$ cat src/verilog/ram_part_pkg.sv
/*
 * Holds the constants and carrier types of the RAM user data partition block.
 * Assumes a 32-bit APB slave clocked by pclk, reset by presetn.
 */
// What this block does
// - Upper sixteen bits unstored, read zero
// - Bits 15-10 writable, non-zero sets user base
// - Bits 9-0 fixed zero, 1 KB steps
// - Reset clears whole register to zero
package ram_part_pkg;

    // ****************************************
    // Register map
    // ****************************************
    localparam logic [11:0] user_data_base_off      = 12'h000; // Partition boundary
    localparam logic [11:0] kernel_program_base_off = 12'h004; // Kernel program base
    localparam logic [11:0] data_ram_size_off       = 12'h008; // RAM size
    localparam logic [11:0] status_off              = 12'h00c; // Partition status

    // ****************************************
    // Field layout and reset values
    // ****************************************
    localparam int          base_lsb        = 10;       // Lowest writable bit
    localparam int          base_msb        = 15;       // Highest writable bit
    localparam logic [5:0]  base_reset      = 6'h00;    // All RAM kernel after reset
    localparam logic [15:0] kprog_reset     = 16'h0000; // Kernel program base at reset
    localparam logic [15:0] ram_size_reset  = 16'h8000; // RAM size at reset, 32 KB

    // Result of a RAM offset lookup
    typedef struct packed {
        logic user;   // Offset is in user data space
        logic kernel; // Offset is in kernel data space
        logic beyond; // Offset is past the RAM size
    } region_t;

endpackage

$ cat src/verilog/ram_region_decode.sv
/*
 * Holds the offset classifier of the RAM partition.
 * Assumes boundary and size come from registers on the same clock.
 */
`timescale 1ns/1ps
module ram_region_decode (
    // Boundary and size
    input  wire logic [15:0]           user_base,
    input  wire logic [15:0]           ram_size,
    // Offset to classify
    input  wire logic [15:0]           offset,
    output ram_part_pkg::region_t      region
);
    import ram_part_pkg::*;

    // ****************************************
    // Classify
    // ****************************************
    // A zero base gives every offset below the RAM size to kernel data
    always_comb begin
        region.beyond = (offset >= ram_size);
        region.user   = !region.beyond && (user_base != 16'h0000) && (offset >= user_base);
        region.kernel = !region.beyond && !region.user;
    end
endmodule

$ cat src/verilog/ram_user_data_partition.sv
/*
 * Holds the APB register file of the RAM user data partition.
 * Assumes an APB master on pclk; ram_offset is a same-clock request.
 */
`timescale 1ns/1ps
module ram_user_data_partition (
    // Clock and reset
    input  wire logic                  pclk,
    input  wire logic                  presetn,
    // APB slave
    input  wire logic                  psel,
    input  wire logic                  penable,
    input  wire logic                  pwrite,
    input  wire logic [11:0]           paddr,
    input  wire logic [31:0]           pwdata,
    input  wire logic [3:0]            pstrb,
    output logic      [31:0]           prdata,
    output logic                       pready,
    output logic                       pslverr,
    // RAM offset lookup
    input  wire logic [15:0]           ram_offset,
    output ram_part_pkg::region_t      ram_region
);
    import ram_part_pkg::*;

    // ****************************************
    // Storage
    // ****************************************
    logic [5:0]  base_field;          // Writable boundary bits
    logic [15:0] kernel_program_base; // Kernel program base copy
    logic [15:0] data_ram_size;       // RAM size
    logic [15:0] user_data_base;      // Full boundary value
    logic        wr_en;               // Write in access phase
    logic        rd_en;               // Read in access phase
    logic        mapped;              // Address decodes
    logic        order_bad;           // Base not above kernel base
    logic        size_bad;            // Base above RAM size
    region_t     next_region;         // Decoder result

    assign pready  = 1'b1;
    assign wr_en   = psel && penable && pwrite;
    assign rd_en   = psel && penable && !pwrite;
    assign mapped  = (paddr == user_data_base_off) || (paddr == kernel_program_base_off) ||
                     (paddr == data_ram_size_off) || (paddr == status_off);
    assign pslverr = psel && penable && !mapped;

    // Boundary, low ten bits fixed zero, top bits absent
    assign user_data_base = {base_field, 10'h000};

    assign order_bad = (user_data_base != 16'h0000) && (user_data_base <= kernel_program_base);
    assign size_bad  = (user_data_base > data_ram_size);

    // ****************************************
    // Boundary register
    // ****************************************
    // Lane 1 carries bits 15-10
    always_ff @(posedge pclk or negedge presetn) begin
        if (!presetn) begin
            base_field <= base_reset;
        end else if (wr_en && paddr == user_data_base_off && pstrb[1]) begin
            base_field <= pwdata[base_msb:base_lsb];
        end
    end

    // ****************************************
    // Kernel program base and RAM size
    // ****************************************
    // Configuration the status flags compare against
    always_ff @(posedge pclk or negedge presetn) begin
        if (!presetn) begin
            kernel_program_base <= kprog_reset;
        end else if (wr_en && paddr == kernel_program_base_off) begin
            if (pstrb[0]) begin
                kernel_program_base[7:0] <= pwdata[7:0];
            end
            if (pstrb[1]) begin
                kernel_program_base[15:8] <= pwdata[15:8];
            end
        end
    end

    always_ff @(posedge pclk or negedge presetn) begin
        if (!presetn) begin
            data_ram_size <= ram_size_reset;
        end else if (wr_en && paddr == data_ram_size_off) begin
            if (pstrb[0]) begin
                data_ram_size[7:0] <= pwdata[7:0];
            end
            if (pstrb[1]) begin
                data_ram_size[15:8] <= pwdata[15:8];
            end
        end
    end

    // ****************************************
    // Read data
    // ****************************************
    // Combinational mux; upper half always zero
    always_comb begin
        prdata = 32'h0000_0000;
        if (rd_en) begin
            case (paddr)
                user_data_base_off:      prdata = {16'h0000, user_data_base};
                kernel_program_base_off: prdata = {16'h0000, kernel_program_base};
                data_ram_size_off:       prdata = {16'h0000, data_ram_size};
                status_off:              prdata = {29'h0, size_bad, order_bad, (base_field != 6'h00)};
                default:                 prdata = 32'h0000_0000;
            endcase
        end
    end

    // ****************************************
    // Region lookup
    // ****************************************
    ram_region_decode u_decode (
        .user_base (user_data_base),
        .ram_size  (data_ram_size),
        .offset    (ram_offset),
        .region    (next_region)
    );

    // Registered so the region output comes from flops
    always_ff @(posedge pclk or negedge presetn) begin
        if (!presetn) begin
            ram_region <= '0;
        end else begin
            ram_region <= next_region;
        end
    end
endmodule

$ cat config.mk
export PLATFORM = sky130hd
export DESIGN_NAME = ram_user_data_partition
export DESIGN_NICKNAME = d
export VERILOG_FILES = /design/src/verilog/ram_part_pkg.sv /design/src/verilog/ram_region_decode.sv /design/src/verilog/ram_user_data_partition.sv
export SDC_FILE = /design/constraint.sdc
export NUM_CORES = 1
export LEC_CHECK = 0
export BUFFER_PORTS_ARGS = -buffer_cell sky130_fd_sc_hd__buf_4
export CAP_MARGIN = 15
export CORE_MARGIN = 2
export CORE_UTILIZATION = 40
export DETAILED_ROUTE_END_ITERATION = 6
export MAX_ROUTING_LAYER = met4
export PLACE_DENSITY_LB_ADDON = 0.15
export SLEW_MARGIN = 30
export SYNTH_ARGS = -nofsm -noshare
export SYNTH_HDL_FRONTEND = slang
export SYNTH_HIERARCHICAL = 1
export SYNTH_SLANG_ARGS = --single-unit
$ cat constraint.sdc
create_clock -name pclk -period 5.4 [get_ports pclk]
set_input_delay 0.27 -clock pclk [delete_from_list [all_inputs] [get_ports pclk]]
set_output_delay 0.27 -clock pclk [all_outputs]
set_load 0.01 [all_outputs]
==> run summary, run 1 <==
The layout overhead on the synthesized area is 23.5%. Clock skew on the completed layout was measured at 0.00463 ns. The number of gates resized after cts came out at 0. Leaving out fill and tap cells, the most frequent cells in the layout are sky130_fd_sc_hd__buf_4 (71), sky130_fd_sc_hd__inv_1 (44), sky130_fd_sc_hd__ha_1 (44).

Of all flip-flops after synthesis, the portion carrying an async set or reset was 100%. The worst IR drop on VDD came out at 0.000145 V. The flow ran to the end, and the final reports show no timing, DRC or antenna violations.

The x dimension of the die is 94.8 µm. The number of hold violations in the final report came out at 0. The leakage component of the power came out at 1.93 nW. The buffer levels on the longest clock path came out at 2.

The fmax came out at 418 MHz. The post-layout instance count excluding filler cells is 533. In this run the cell area of the synthesized design comes to 3300 µm². The synthesized netlist devotes 15.0% of its cell area to simple gates. After layout, the worst setup slack is 3.01 ns. For this block, the via count after detailed routing is 2,671.

The number of vias per cell after detailed routing came out at 5.01. Along the worst path, the maximum fanout reaches 7. The remaining global-route overflow came out at 0. The warning count from the yosys run is 6. In the final layout, the share of cells above drive strength 1 is 30.1%. The critical path arrival came out at 2.12 ns. The routed design has 7880 µm of wire. The classification of the worst-slack hold path is primary input to flop. The DRC violation count after routing is 0. After synthesis, the largest family of logic cells by area is adder cells. The total iterations of the first detailed-routing run is 4. The most common flop cell mapped by yosys is sky130_fd_sc_hd__dfrtp_1. The count of distinct cell types in the synthesized netlist is 48. The number of setup violations in the final report came out at 0. After synthesis, flip-flops and latches occupy 31.1% of the total area. STA classifies the critical path endpoint as a primary output. In this run the number of H-tree levels came out at 2. The setup TNS after final layout came out at 0 ns.

The via count of the first global-routing pass came out at 2,562. The area share of fa/ha/maj cells after synthesis came out at 16.7%. The residual antenna-violating net count after detailed routing is 0. The worst max-slew margin expressed relative to the limit came out at 42.6%. The number of storage elements in the synthesis netlist came out at 41. Entering global routing, the biggest net connects 42 pins.

The overall power of the completed layout came out at 722 µW. The initial antenna violation count was 0. Global routing consumed, over all layers together, 18.7% of the routing resources.

In the synthesized netlist, the number of instances is 338. The first global-routing pass estimated 12,600 µm of wire. The number of violations of the max-capacitance limit is 0. The required time reported for the critical path endpoint is 5.13 ns. Leaving out fill and tap cells, the most frequent cell in the layout is sky130_fd_sc_hd__buf_4. The portion of synthesized area spent on multiplexers is 15.5%. The synthesized netlist devotes 11.4% of its cell area to compound gates. The I/O pin total is 106. The number of buffers added on ports came out at 70. TritonCTS built the clock tree.

The final net count is 540. The slew at the pin with the worst max-slew slack is 0.857 ns. The clock sink count is 41. The tree is rooted in a sky130_fd_sc_hd__clkbuf_8. Prior to clock tree synthesis, the placed netlist has a worst setup slack of 3.05 ns. The critical path class is flop to primary output.

The number of flops mapped to enable cells by yosys is 0. The power density over the cells is 177 nW/µm². The placer congestion estimate came out at 0.787. The die height is 94.8 µm. The routed wirelength normalized by instance count is 14.8 µm. The initialized floorplan defines 33 standard-cell rows.

The number of cells in the design after placement is 524. The wire-length estimate of the detail-placed layout is 6120 µm. Setup repair after global routing left no endpoint under its margin. The overall die area is 8990 µm². The worst path in the final design needs a cycle of 2.39 ns, including I/O delays and setup.

The detailed router's first-iteration violation count is 95. For this configuration, the core starts out at a cell density of 40.8%. The final clock period utilization by the worst path is 44.3%. The xor-xnor portion of the synthesized cell area is 0%.

The number of antenna diodes in the final layout is 0. STA classifies the critical path startpoint as a flop. The per-instance average area after synthesis came out at 9.77 µm².

The clock insertion delay at the later pin of the skew report came out at 0.30 ns. The final number of max-transition violations came to 0. The total core area came out at 8090 µm². The TritonCTS buffer count came out at 5. The post-CTS clock slew at the launch and capture registers of the worst setup and hold paths came out at 0.09 ns.
## final timing paths
kind | end | cells past startpoint | slack, ns | startpoint
worst min register to register | kernel_program_base[13] | 1 | 0.55 | kernel_program_base[13]
max in group asynchronous | kernel_program_base[0] | 2 | 4.53 | presetn
worst min-delay path | data_ram_size[3] | 2 | 0.20 | pwdata[3]
worst max register to register | ram_region[2] | 7 | 3.32 | base_field[1]
worst max-delay path | prdata[1] | 6 | 3.01 | base_field[0]
min in group asynchronous | base_field[3] | 2 | 0.49 | presetn
## layout make-up
class | count | area (µm²)
Fill cell | 781 | 4020
Multi-Input combinational cell | 263 | 2070
Sequential cell | 41 | 1030
Timing Repair Buffer | 72 | 543
Inverter | 44 | 165
Tap cell | 105 | 131
Clock buffer | 5 | 68.8
Clock inverter | 3 | 68.8
## timing repair
action,CTS,global route
buffers inserted,0,0
hold buffers,1,0
endpoints found under the hold margin,40,0
## logic make-up after synthesis
group | after synthesis
other cells | 2
mux | 44
buf+inv | 69
compound gates | 59
simple gates | 79
flops | 41
fa+ha+maj | 44
## worst max-delay path, stage by stage, from the launching register on
cell and delay, ns:
sky130_fd_sc_hd__dfrtp_1 0.49, sky130_fd_sc_hd__ha_1 0.32, sky130_fd_sc_hd__nor4bb_1 0.29, sky130_fd_sc_hd__nand4b_1 0.13, sky130_fd_sc_hd__o211a_1 0.15, sky130_fd_sc_hd__a211oi_1 0.26
sky130_fd_sc_hd__buf_4 0.17
## registers in the layout, indices dropped and copies added (netlist names)
| signal | count |
|---|---|
| data_ram_size | 16 |
| kernel_program_base | 16 |
| ram_region | 3 |
| base_field | 6 |
## metal layers
metal	global-route usage (%)	part of all wire, %
met1	25.0	48
met2	30.2	47
met3	2.55	4.0
met4	4.59	1.2
met5	-	0
## through the flow
stage / hold slack (ns) / area [µm²] / util, %
final: 0.201 / 4080 / 50.4
after global placement: 0.292 / 3930 / 48.5
after CTS: 0.200 / 4080 / 50.4
after floorplan: -0.0256 / 3430 / -
after detailed placement: 0.294 / 3930 / 48.5
after global routing: 0.199 / 4080 / 50.4
## synthesized netlist by cell type, types with 2 or more instances
| master | number | area [µm²] |
|---|---|---|
| sky130_fd_sc_hd__a2111oi_0 | 3 | 26.3 |
| sky130_fd_sc_hd__a21o_1 | 2 | 15.0 |
| sky130_fd_sc_hd__a21oi_1 | 22 | 110 |
| sky130_fd_sc_hd__a22oi_1 | 10 | 75.1 |
| sky130_fd_sc_hd__a31oi_1 | 3 | 18.8 |
| sky130_fd_sc_hd__a41oi_1 | 2 | 17.5 |
| sky130_fd_sc_hd__and4_1 | 4 | 35.0 |
| sky130_fd_sc_hd__buf_2 | 2 | 10.0 |
| sky130_fd_sc_hd__buf_4 | 17 | 128 |
| sky130_fd_sc_hd__clkbuf_1 | 5 | 18.8 |
| sky130_fd_sc_hd__conb_1 | 2 | 7.51 |
| sky130_fd_sc_hd__dfrtp_1 | 40 | 1000 |
| sky130_fd_sc_hd__ha_1 | 44 | 551 |
| sky130_fd_sc_hd__inv_1 | 44 | 165 |
| sky130_fd_sc_hd__mux2_2 | 32 | 360 |
| sky130_fd_sc_hd__mux2_4 | 6 | 90.1 |
| sky130_fd_sc_hd__mux2i_1 | 6 | 60.1 |
| sky130_fd_sc_hd__nand2_1 | 14 | 52.6 |
| sky130_fd_sc_hd__nand2b_1 | 4 | 25.0 |
| sky130_fd_sc_hd__nand3_1 | 2 | 10.0 |
| sky130_fd_sc_hd__nand4_1 | 3 | 18.8 |
| sky130_fd_sc_hd__nor2_1 | 23 | 86.3 |
| sky130_fd_sc_hd__nor2b_1 | 5 | 31.3 |
| sky130_fd_sc_hd__nor3_2 | 2 | 20.0 |
| sky130_fd_sc_hd__nor4_1 | 9 | 56.3 |
| sky130_fd_sc_hd__nor4_2 | 2 | 25.0 |
| sky130_fd_sc_hd__nor4_4 | 2 | 42.5 |
| sky130_fd_sc_hd__nor4b_1 | 2 | 17.5 |
| sky130_fd_sc_hd__o21a_1 | 2 | 15.0 |
| sky130_fd_sc_hd__o21ai_0 | 4 | 20.0 |
| sky130_fd_sc_hd__o21ai_1 | 3 | 15.0 |
## report_power, final
part / total [mW] / switching, mW / leakage (nW) / internal (mW)
logic: 0.104 / 0.0558 / 1.30 / 0.0484
clock network: 0.309 / 0.123 / 0.0687 / 0.186
registers: 0.309 / 0.000614 / 0.565 / 0.308
(Power assumes the default switching activity.)
==> run 2: changes to the inputs <==
==> constraint.sdc (replaced) <==
create_clock -name pclk -period 2.45 [get_ports pclk]
set_input_delay 0.1225 -clock pclk [delete_from_list [all_inputs] [get_ports pclk]]
set_output_delay 0.1225 -clock pclk [all_outputs]
set_load 0.01 [all_outputs]
==> run summary, run 2 (synthesized netlist as in run 1, its figures left out) <==
The clock insertion delay at the later pin of the skew report came to 0.31 ns (about the same). The setup slack of the most critical reg-to-reg path is 0.50 ns (-2.82 ns). The residual antenna-violating net count after detailed routing is 0 (unchanged). The detailed placement HPWL is 6260 µm (+2.4%). The required time reported for the critical path endpoint was 2.33 ns (-2.80 ns). The share of layout cells above drive strength 1 was 31.3% (+1.1 points).

The setup TNS after final layout came out at 0 ns (unchanged). The wire length of the first global-routing pass came out at 12,800 µm (+1.8%). The clock sink count is 41 (unchanged). The worst hold path depth came out at 2 (unchanged). Counting stages on the worst path, the most repeated cell is sky130_fd_sc_hd__buf_4.

The largest net degree at the start of global routing came to 42 (unchanged). The remaining global-route overflow is 0 (unchanged). The flow ran to the end, and the final reports show no timing, DRC or antenna violations. The worst setup path is captured at a primary output. The number of cells traversed by the worst register-to-register path came to 7 (unchanged). The I/O pin total came out at 106 (unchanged). The DRC violation count after routing came out at 0 (unchanged).

The x dimension of the die came out at 94.8 µm (unchanged). Setup repair after global routing left no endpoint under its margin. The total non-filler cell area in the finished layout is 4090 µm² (+0.31%). The detailed-route wire length came out at 7750 µm (-1.6%). The minimum clock period is 2.27 ns. The cell at the root of the clock tree is sky130_fd_sc_hd__clkbuf_8.

The startpoint of the most critical register-to-register path is base_field[2]. The power density over the cells was 344 nW/µm² (+94%). The worst IR drop on VDD was 0.000199 V (+37%). The placed instance area came out at 3980 µm² (+1.3%). The number of vias in the routed layout is 2,693 (+0.82%). The detailed router's first-iteration violation count is 94 (-1.1%).

The min-delay analysis places its worst path in the category primary input to flop. TritonCTS built the clock tree. The post-layout instance count excluding filler cells is 540 (+1.3%).

The post-CTS clock slew at the launch and capture registers of the worst setup and hold paths is 0.10 ns (about the same). The number of placement rows came out at 33 (unchanged). The critical path arrival is 2.15 ns (+0.03 ns). The worst max-slew margin expressed relative to the limit came out at 56.6% (+14 points). The leakage component of the power is 1.95 nW (+1.0%). The critical path goes through buf_4, ha_1, nor4bb_1, nand4b_1, o211a_1, a211oi_1, buf_4. The maximum fanout along the worst path is 6 (-1). The endpoint of the worst hold path is kernel_program_base[5]. The initial core utilization came to 40.8% (unchanged). The number of setup violations in the final report came to 0 (unchanged). The setup path with the least slack is of type flop to primary output. The slowest stage of the critical path belongs to the cell sky130_fd_sc_hd__dfrtp_1. The via count of the first global-routing pass is 2,663 (+3.9%).

The final core utilization came out at 50.5% (+0.15 points). The routed wirelength normalized by instance count is 14.4 µm (-2.9%). The overall die area is 8990 µm² (unchanged). Leaving out fill and tap cells, the most frequent cell in the layout is sky130_fd_sc_hd__buf_4.

The fmax came out at 440 MHz. The final net count came to 547 (+1.3%). The number of vias per cell after detailed routing was 4.99 (-0.48%). The number of violations of the max-capacitance limit is 0 (unchanged). The final number of max-transition violations came to 0 (unchanged). In the layout the commonest cells are sky130_fd_sc_hd__buf_4 (78), sky130_fd_sc_hd__inv_1 (44), sky130_fd_sc_hd__ha_1 (44).

The placer congestion estimate is 0.825 (+4.9%). The number of hold violations in the final report came out at 0 (unchanged). The number of cells in the design after placement came out at 531 (+1.3%). The number of setup buffers added after CTS came to 0 (unchanged).

The clock skew after layout came out at 0.00760 ns (+0.00298 ns). The TritonCTS buffer count is 5 (unchanged). The initial antenna violation count came out at 0 (unchanged). The reg-to-reg critical path endpoint is ram_region[2]. The maximum level of the CTS H-tree is 2 (unchanged).

The largest registers in the layout are data_ram_size (16), kernel_program_base (16), base_field (6). The number of antenna repair diodes was 0 (unchanged). The number of buffers added on ports came out at 70 (unchanged). The sum of buffers and inverters on the critical path came out at 2 (+1). The delay of the slowest cell on the worst path is 0.38 ns (-0.11 ns).

The buffer levels on the longest clock path came to 2 (unchanged). The final clock period utilization by the worst path is 92.7%. The slew at the pin with the worst max-slew slack came out at 0.646 ns (-0.211 ns).

The setup slack after placement is 0.384 ns (-2.67 ns). The number of gates resized after cts is 0 (unchanged). The worst setup path is launched from a flop. The cell family contributing the most delay on the critical path is compound AO/OA/AOI/OAI gates. The total iterations of the first detailed-routing run came to 4 (unchanged). The final worst setup slack is 0.178 ns (-2.83 ns). The die height is 94.8 µm (unchanged). The overall routing resource usage came out at 18.9% (+0.17 points). The worst hold path begins at pwdata[5]. Relative to the synthesized area, the layout overhead comes to 23.9%. The total core area came out at 8090 µm² (unchanged).
==> run 2: changes by cell type in the layout (fill, tap and decap cells not counted) <==
cell / change
sky130_fd_sc_hd__bufinv_16: -2
sky130_fd_sc_hd__buf_4: +7
sky130_fd_sc_hd__inv_6: +1
sky130_fd_sc_hd__inv_8: +1
==> run 2: area by class of cell <==
type / count / area, µm²
Fill cell: 802 / 4000
Multi-Input combinational cell: 263 / 2070
Sequential cell: 41 / 1030
Timing Repair Buffer: 79 / 596
Inverter: 44 / 165
Tap cell: 105 / 131
Clock buffer: 5 / 68.8
Clock inverter: 3 / 28.8
==> run 2: routing by layer <==
metal,vias to the layer above,GRT usage [%],wire [µm]
met4,0,4.59,93
met3,8,2.71,368
met2,78,30.9,3670
li1,1348,-,-
met5,-,-,0
met1,1259,24.8,3620
==> run 2: how the worst max path moves through the flow <==
stage | from | endpoint | slack (ns) | depth (start not counted)
after floorplan | paddr[9] | prdata[0] | 0.63 | 4
after global routing | base_field[0] | prdata[1] | 0.07 | 7
after global placement | paddr[9] | prdata[1] | 0.37 | 6
after CTS | base_field[5] | prdata[2] | 0.20 | 7
final | base_field[0] | prdata[1] | 0.18 | 7
after detailed placement | paddr[9] | prdata[1] | 0.38 | 6
==> run 2: per-stage QoR <==
stage | hold WS (ns) | total power [mW]
floorplan | -0.173 | 0.825
global placement | 0.145 | 0.919
detailed placement | 0.141 | 0.923
CTS | 0.0371 | 1.43
global route | 0.0355 | 1.49
finish | 0.0463 | 1.41
==> run 2: power by group <==
group          switching, mW  leakage, nW  internal, mW  total (mW)
Sequential           0.00125        0.565         0.680       0.681
Clock                  0.283       0.0511         0.215       0.499
Combinational          0.121         1.34         0.107       0.228
Total                  0.405         1.95          1.00        1.41
==> run 2: what timing repair did <==
item,4_1_cts,5_1_grt
hold buffers,1,0
endpoints found under the hold margin,40,0
setup endpoints to repair,0,0
==> run 2: worst reg2reg max path, cell delays in order (launching register included) <==
cell and delay [ns]:
sky130_fd_sc_hd__dfrtp_1 0.53, sky130_fd_sc_hd__inv_1 0.08, sky130_fd_sc_hd__ha_1 0.18, sky130_fd_sc_hd__a21oi_1 0.15, sky130_fd_sc_hd__o21bai_1 0.08, sky130_fd_sc_hd__a2111oi_0 0.48, sky130_fd_sc_hd__a31oi_1 0.19, sky130_fd_sc_hd__nor2b_1 0.16
==> run 3: changes to the inputs <==
--- a/config.mk
+++ b/config.mk
@@ -7,8 +7,10 @@
 export LEC_CHECK = 0
 export BUFFER_PORTS_ARGS = -buffer_cell sky130_fd_sc_hd__buf_4
 export CAP_MARGIN = 15
+export CELL_PAD_IN_SITES_DETAIL_PLACEMENT = 1
+export CELL_PAD_IN_SITES_GLOBAL_PLACEMENT = 1
 export CORE_MARGIN = 2
-export CORE_UTILIZATION = 40
+export CORE_UTILIZATION = 39
 export DETAILED_ROUTE_END_ITERATION = 6
 export MAX_ROUTING_LAYER = met4
 export PLACE_DENSITY_LB_ADDON = 0.15
==> run summary, run 3 (synthesized netlist as in run 1, its figures left out) <==
The die height came out at 96.0 µm (+1.2%). The number of setup buffers added after CTS came out at 0 (unchanged). The worst IR drop on VDD is 0.000271 V (+36%). The overall routing resource usage is 20.6% (+1.7 points).

The detailed-route wire length came out at 8550 µm (+10%). The number of cells in the design after placement is 530 (-0.19%). The buffer levels on the longest clock path came out at 2 (unchanged). The routed wirelength normalized by instance count is 15.9 µm (+10%).

The wire length of the first global-routing pass is 14,100 µm (+9.7%). The I/O pin total came to 106 (unchanged). The overall die area came out at 9220 µm² (+2.5%). The detailed placement HPWL came out at 6950 µm (+11%).

The CTS tree is built. STA classifies the critical path startpoint as a flop. On the critical path, the stage with the largest delay is an instance of sky130_fd_sc_hd__dfrtp_1. The detailed router's first-iteration violation count is 113 (+20%). The minimum clock period was 2.25 ns (-0.0203 ns). The number of vias in the routed layout is 2,735 (+1.6%).

The largest registers in the layout are data_ram_size (16), kernel_program_base (16), base_field (6). The number of violations of the max-capacitance limit is 0 (unchanged). The largest net degree at the start of global routing was 42 (unchanged). The leakage component of the power is 1.95 nW (-0.11%).

The power density over the cells is 362 nW/µm² (+5.3%). The remaining global-route overflow came out at 0 (unchanged). The TritonCTS buffer count came out at 5 (unchanged). The post-layout instance count excluding filler cells was 539 (-0.19%). The slew at the pin with the worst max-slew slack came out at 0.633 ns (-0.0134 ns).

The number of vias per cell after detailed routing is 5.07 (+1.7%). The final number of max-transition violations came out at 0 (unchanged). The x dimension of the die came out at 96.0 µm (+1.2%). The number of antenna repair diodes came to 0 (unchanged). The number of setup violations in the final report was 0 (unchanged). The via count of the first global-routing pass came out at 2,852 (+7.1%). The tree is rooted in a sky130_fd_sc_hd__clkbuf_8. The share of layout cells above drive strength 1 is 31.1% (-0.16 points). The number of placement rows is 33 (unchanged). The maximum level of the CTS H-tree came out at 2 (unchanged).

The number of hold violations in the final report came to 0 (unchanged). The final core utilization came out at 49.9% (-0.64 points). The final net count came out at 546 (-0.18%). The total core area is 8220 µm² (+1.5%). The delay of the slowest cell on the worst path was 0.49 ns (+0.11 ns). The flow ran to the end, and the final reports show no timing, DRC or antenna violations.

Leaving out fill and tap cells, the most frequent cells in the layout are sky130_fd_sc_hd__buf_4 (77), sky130_fd_sc_hd__inv_1 (44), sky130_fd_sc_hd__ha_1 (44). The total non-filler cell area in the finished layout came to 4100 µm² (+0.24%). The worst max-slew margin expressed relative to the limit is 56.7% (+0.13 points).

The fmax is 444 MHz (+0.90%). The required time reported for the critical path endpoint came to 2.33 ns (about the same). The signal on the critical path passes through ha_1, nor4bb_1, nand4b_1, o211a_1, a211oi_1, buf_4.

The initial antenna violation count came out at 0 (unchanged). The DRC violation count after routing came to 0 (unchanged). The clock insertion delay at the later pin of the skew report came out at 0.29 ns (-0.02 ns). The most frequent standard cell in the layout excluding fill and tap cells is sky130_fd_sc_hd__buf_4.

The post-CTS clock slew at the launch and capture registers of the worst setup and hold paths is 0.09 ns (about the same). The placed instance area was 3970 µm² (-0.19%). The number of buffers added on ports came out at 70 (unchanged).

The placer congestion estimate came to 0.779 (-5.5%). The maximum fanout along the worst path was 7 (+1). Setup repair after global routing left no endpoint under its margin.

The critical path is of the flop to primary output type. The number of gates resized after cts is 0 (unchanged). The residual antenna-violating net count after detailed routing came out at 0 (unchanged).

The initial core utilization is 40.2% (-0.61 points). The area growth from synthesis to layout is 24.2%. The clock skew after layout was 0.00371 ns (-0.00389 ns).

The clock sink count came out at 41 (unchanged). The worst setup path is captured at a primary output. The total iterations of the first detailed-routing run is 4 (unchanged). The critical path arrival was 2.13 ns (-0.02 ns). The min-delay analysis places its worst path in the category primary input to flop. The final clock period utilization by the worst path is 91.9% (-0.83 points). The setup TNS after final layout was 0 ns (unchanged). The count of hold buffers inserted by post-cts repair was 1 (unchanged).
[run 3: cell count changes in the layout (fill, tap and decap cells not counted), sizes merged]
cell,previous run,this run
buf,78,77
clkinvlp,0,1
inv,47,44
bufinv,0,1
clkinv,0,1
[run 3: metrics by stage]
step	hold slack (ns)	setup WS [ns]	total power [mW]
final	0.0595	0.198	1.49
after global routing	0.0513	0.0921	1.56
after CTS	0.0527	0.182	1.50
after global placement	0.145	0.333	0.920
after detailed placement	0.157	0.306	0.929
after floorplan	-0.173	0.628	0.825
[run 3: area by class of cell]
class	instances	area, µm²
Multi-Input combinational cell	263	2070
Inverter	44	165
Sequential cell	41	1030
Clock inverter	3	46.3
Fill cell	997	4120
Timing Repair Buffer	78	588
Clock buffer	5	68.8
Tap cell	105	131
[run 3: metal layers]
layer  part of all wire (%)  track usage [%]
met3                    3.9             3.13
met2                     49             35.2
met1                     46             25.7
met4                    1.2             4.52
met5                      0                -
[run 3: path summary, 6_finish.rpt]
check	start	to	slack (ns)	depth (start not counted)
min in group asynchronous	presetn	data_ram_size[12]	0.35	2
hold reg to reg	kernel_program_base[2]	kernel_program_base[2]	0.55	1
setup reg to reg	base_field[4]	ram_region[2]	0.36	7
hold / removal	pwdata[7]	data_ram_size[7]	0.06	2
setup / recovery	base_field[0]	prdata[1]	0.20	6
max in group asynchronous	presetn	data_ram_size[15]	1.72	2
[run 3: power breakdown]
group	switching, mW	leakage (nW)	total, mW	internal (mW)
logic	0.126	1.33	0.235	0.108
clock network	0.264	0.0543	0.570	0.305
registers	0.00133	0.565	0.681	0.680
[run 3: critical path: cells and delay by family (launching register included)]
family / cells / cell delay [ns]
flip-flops: 1 / 0.49
AO/OA/AOI/OAI: 2 / 0.45
AND/OR/NAND/NOR: 2 / 0.38
adder cells (fa/ha/maj): 1 / 0.33
buffers and inverters: 1 / 0.19
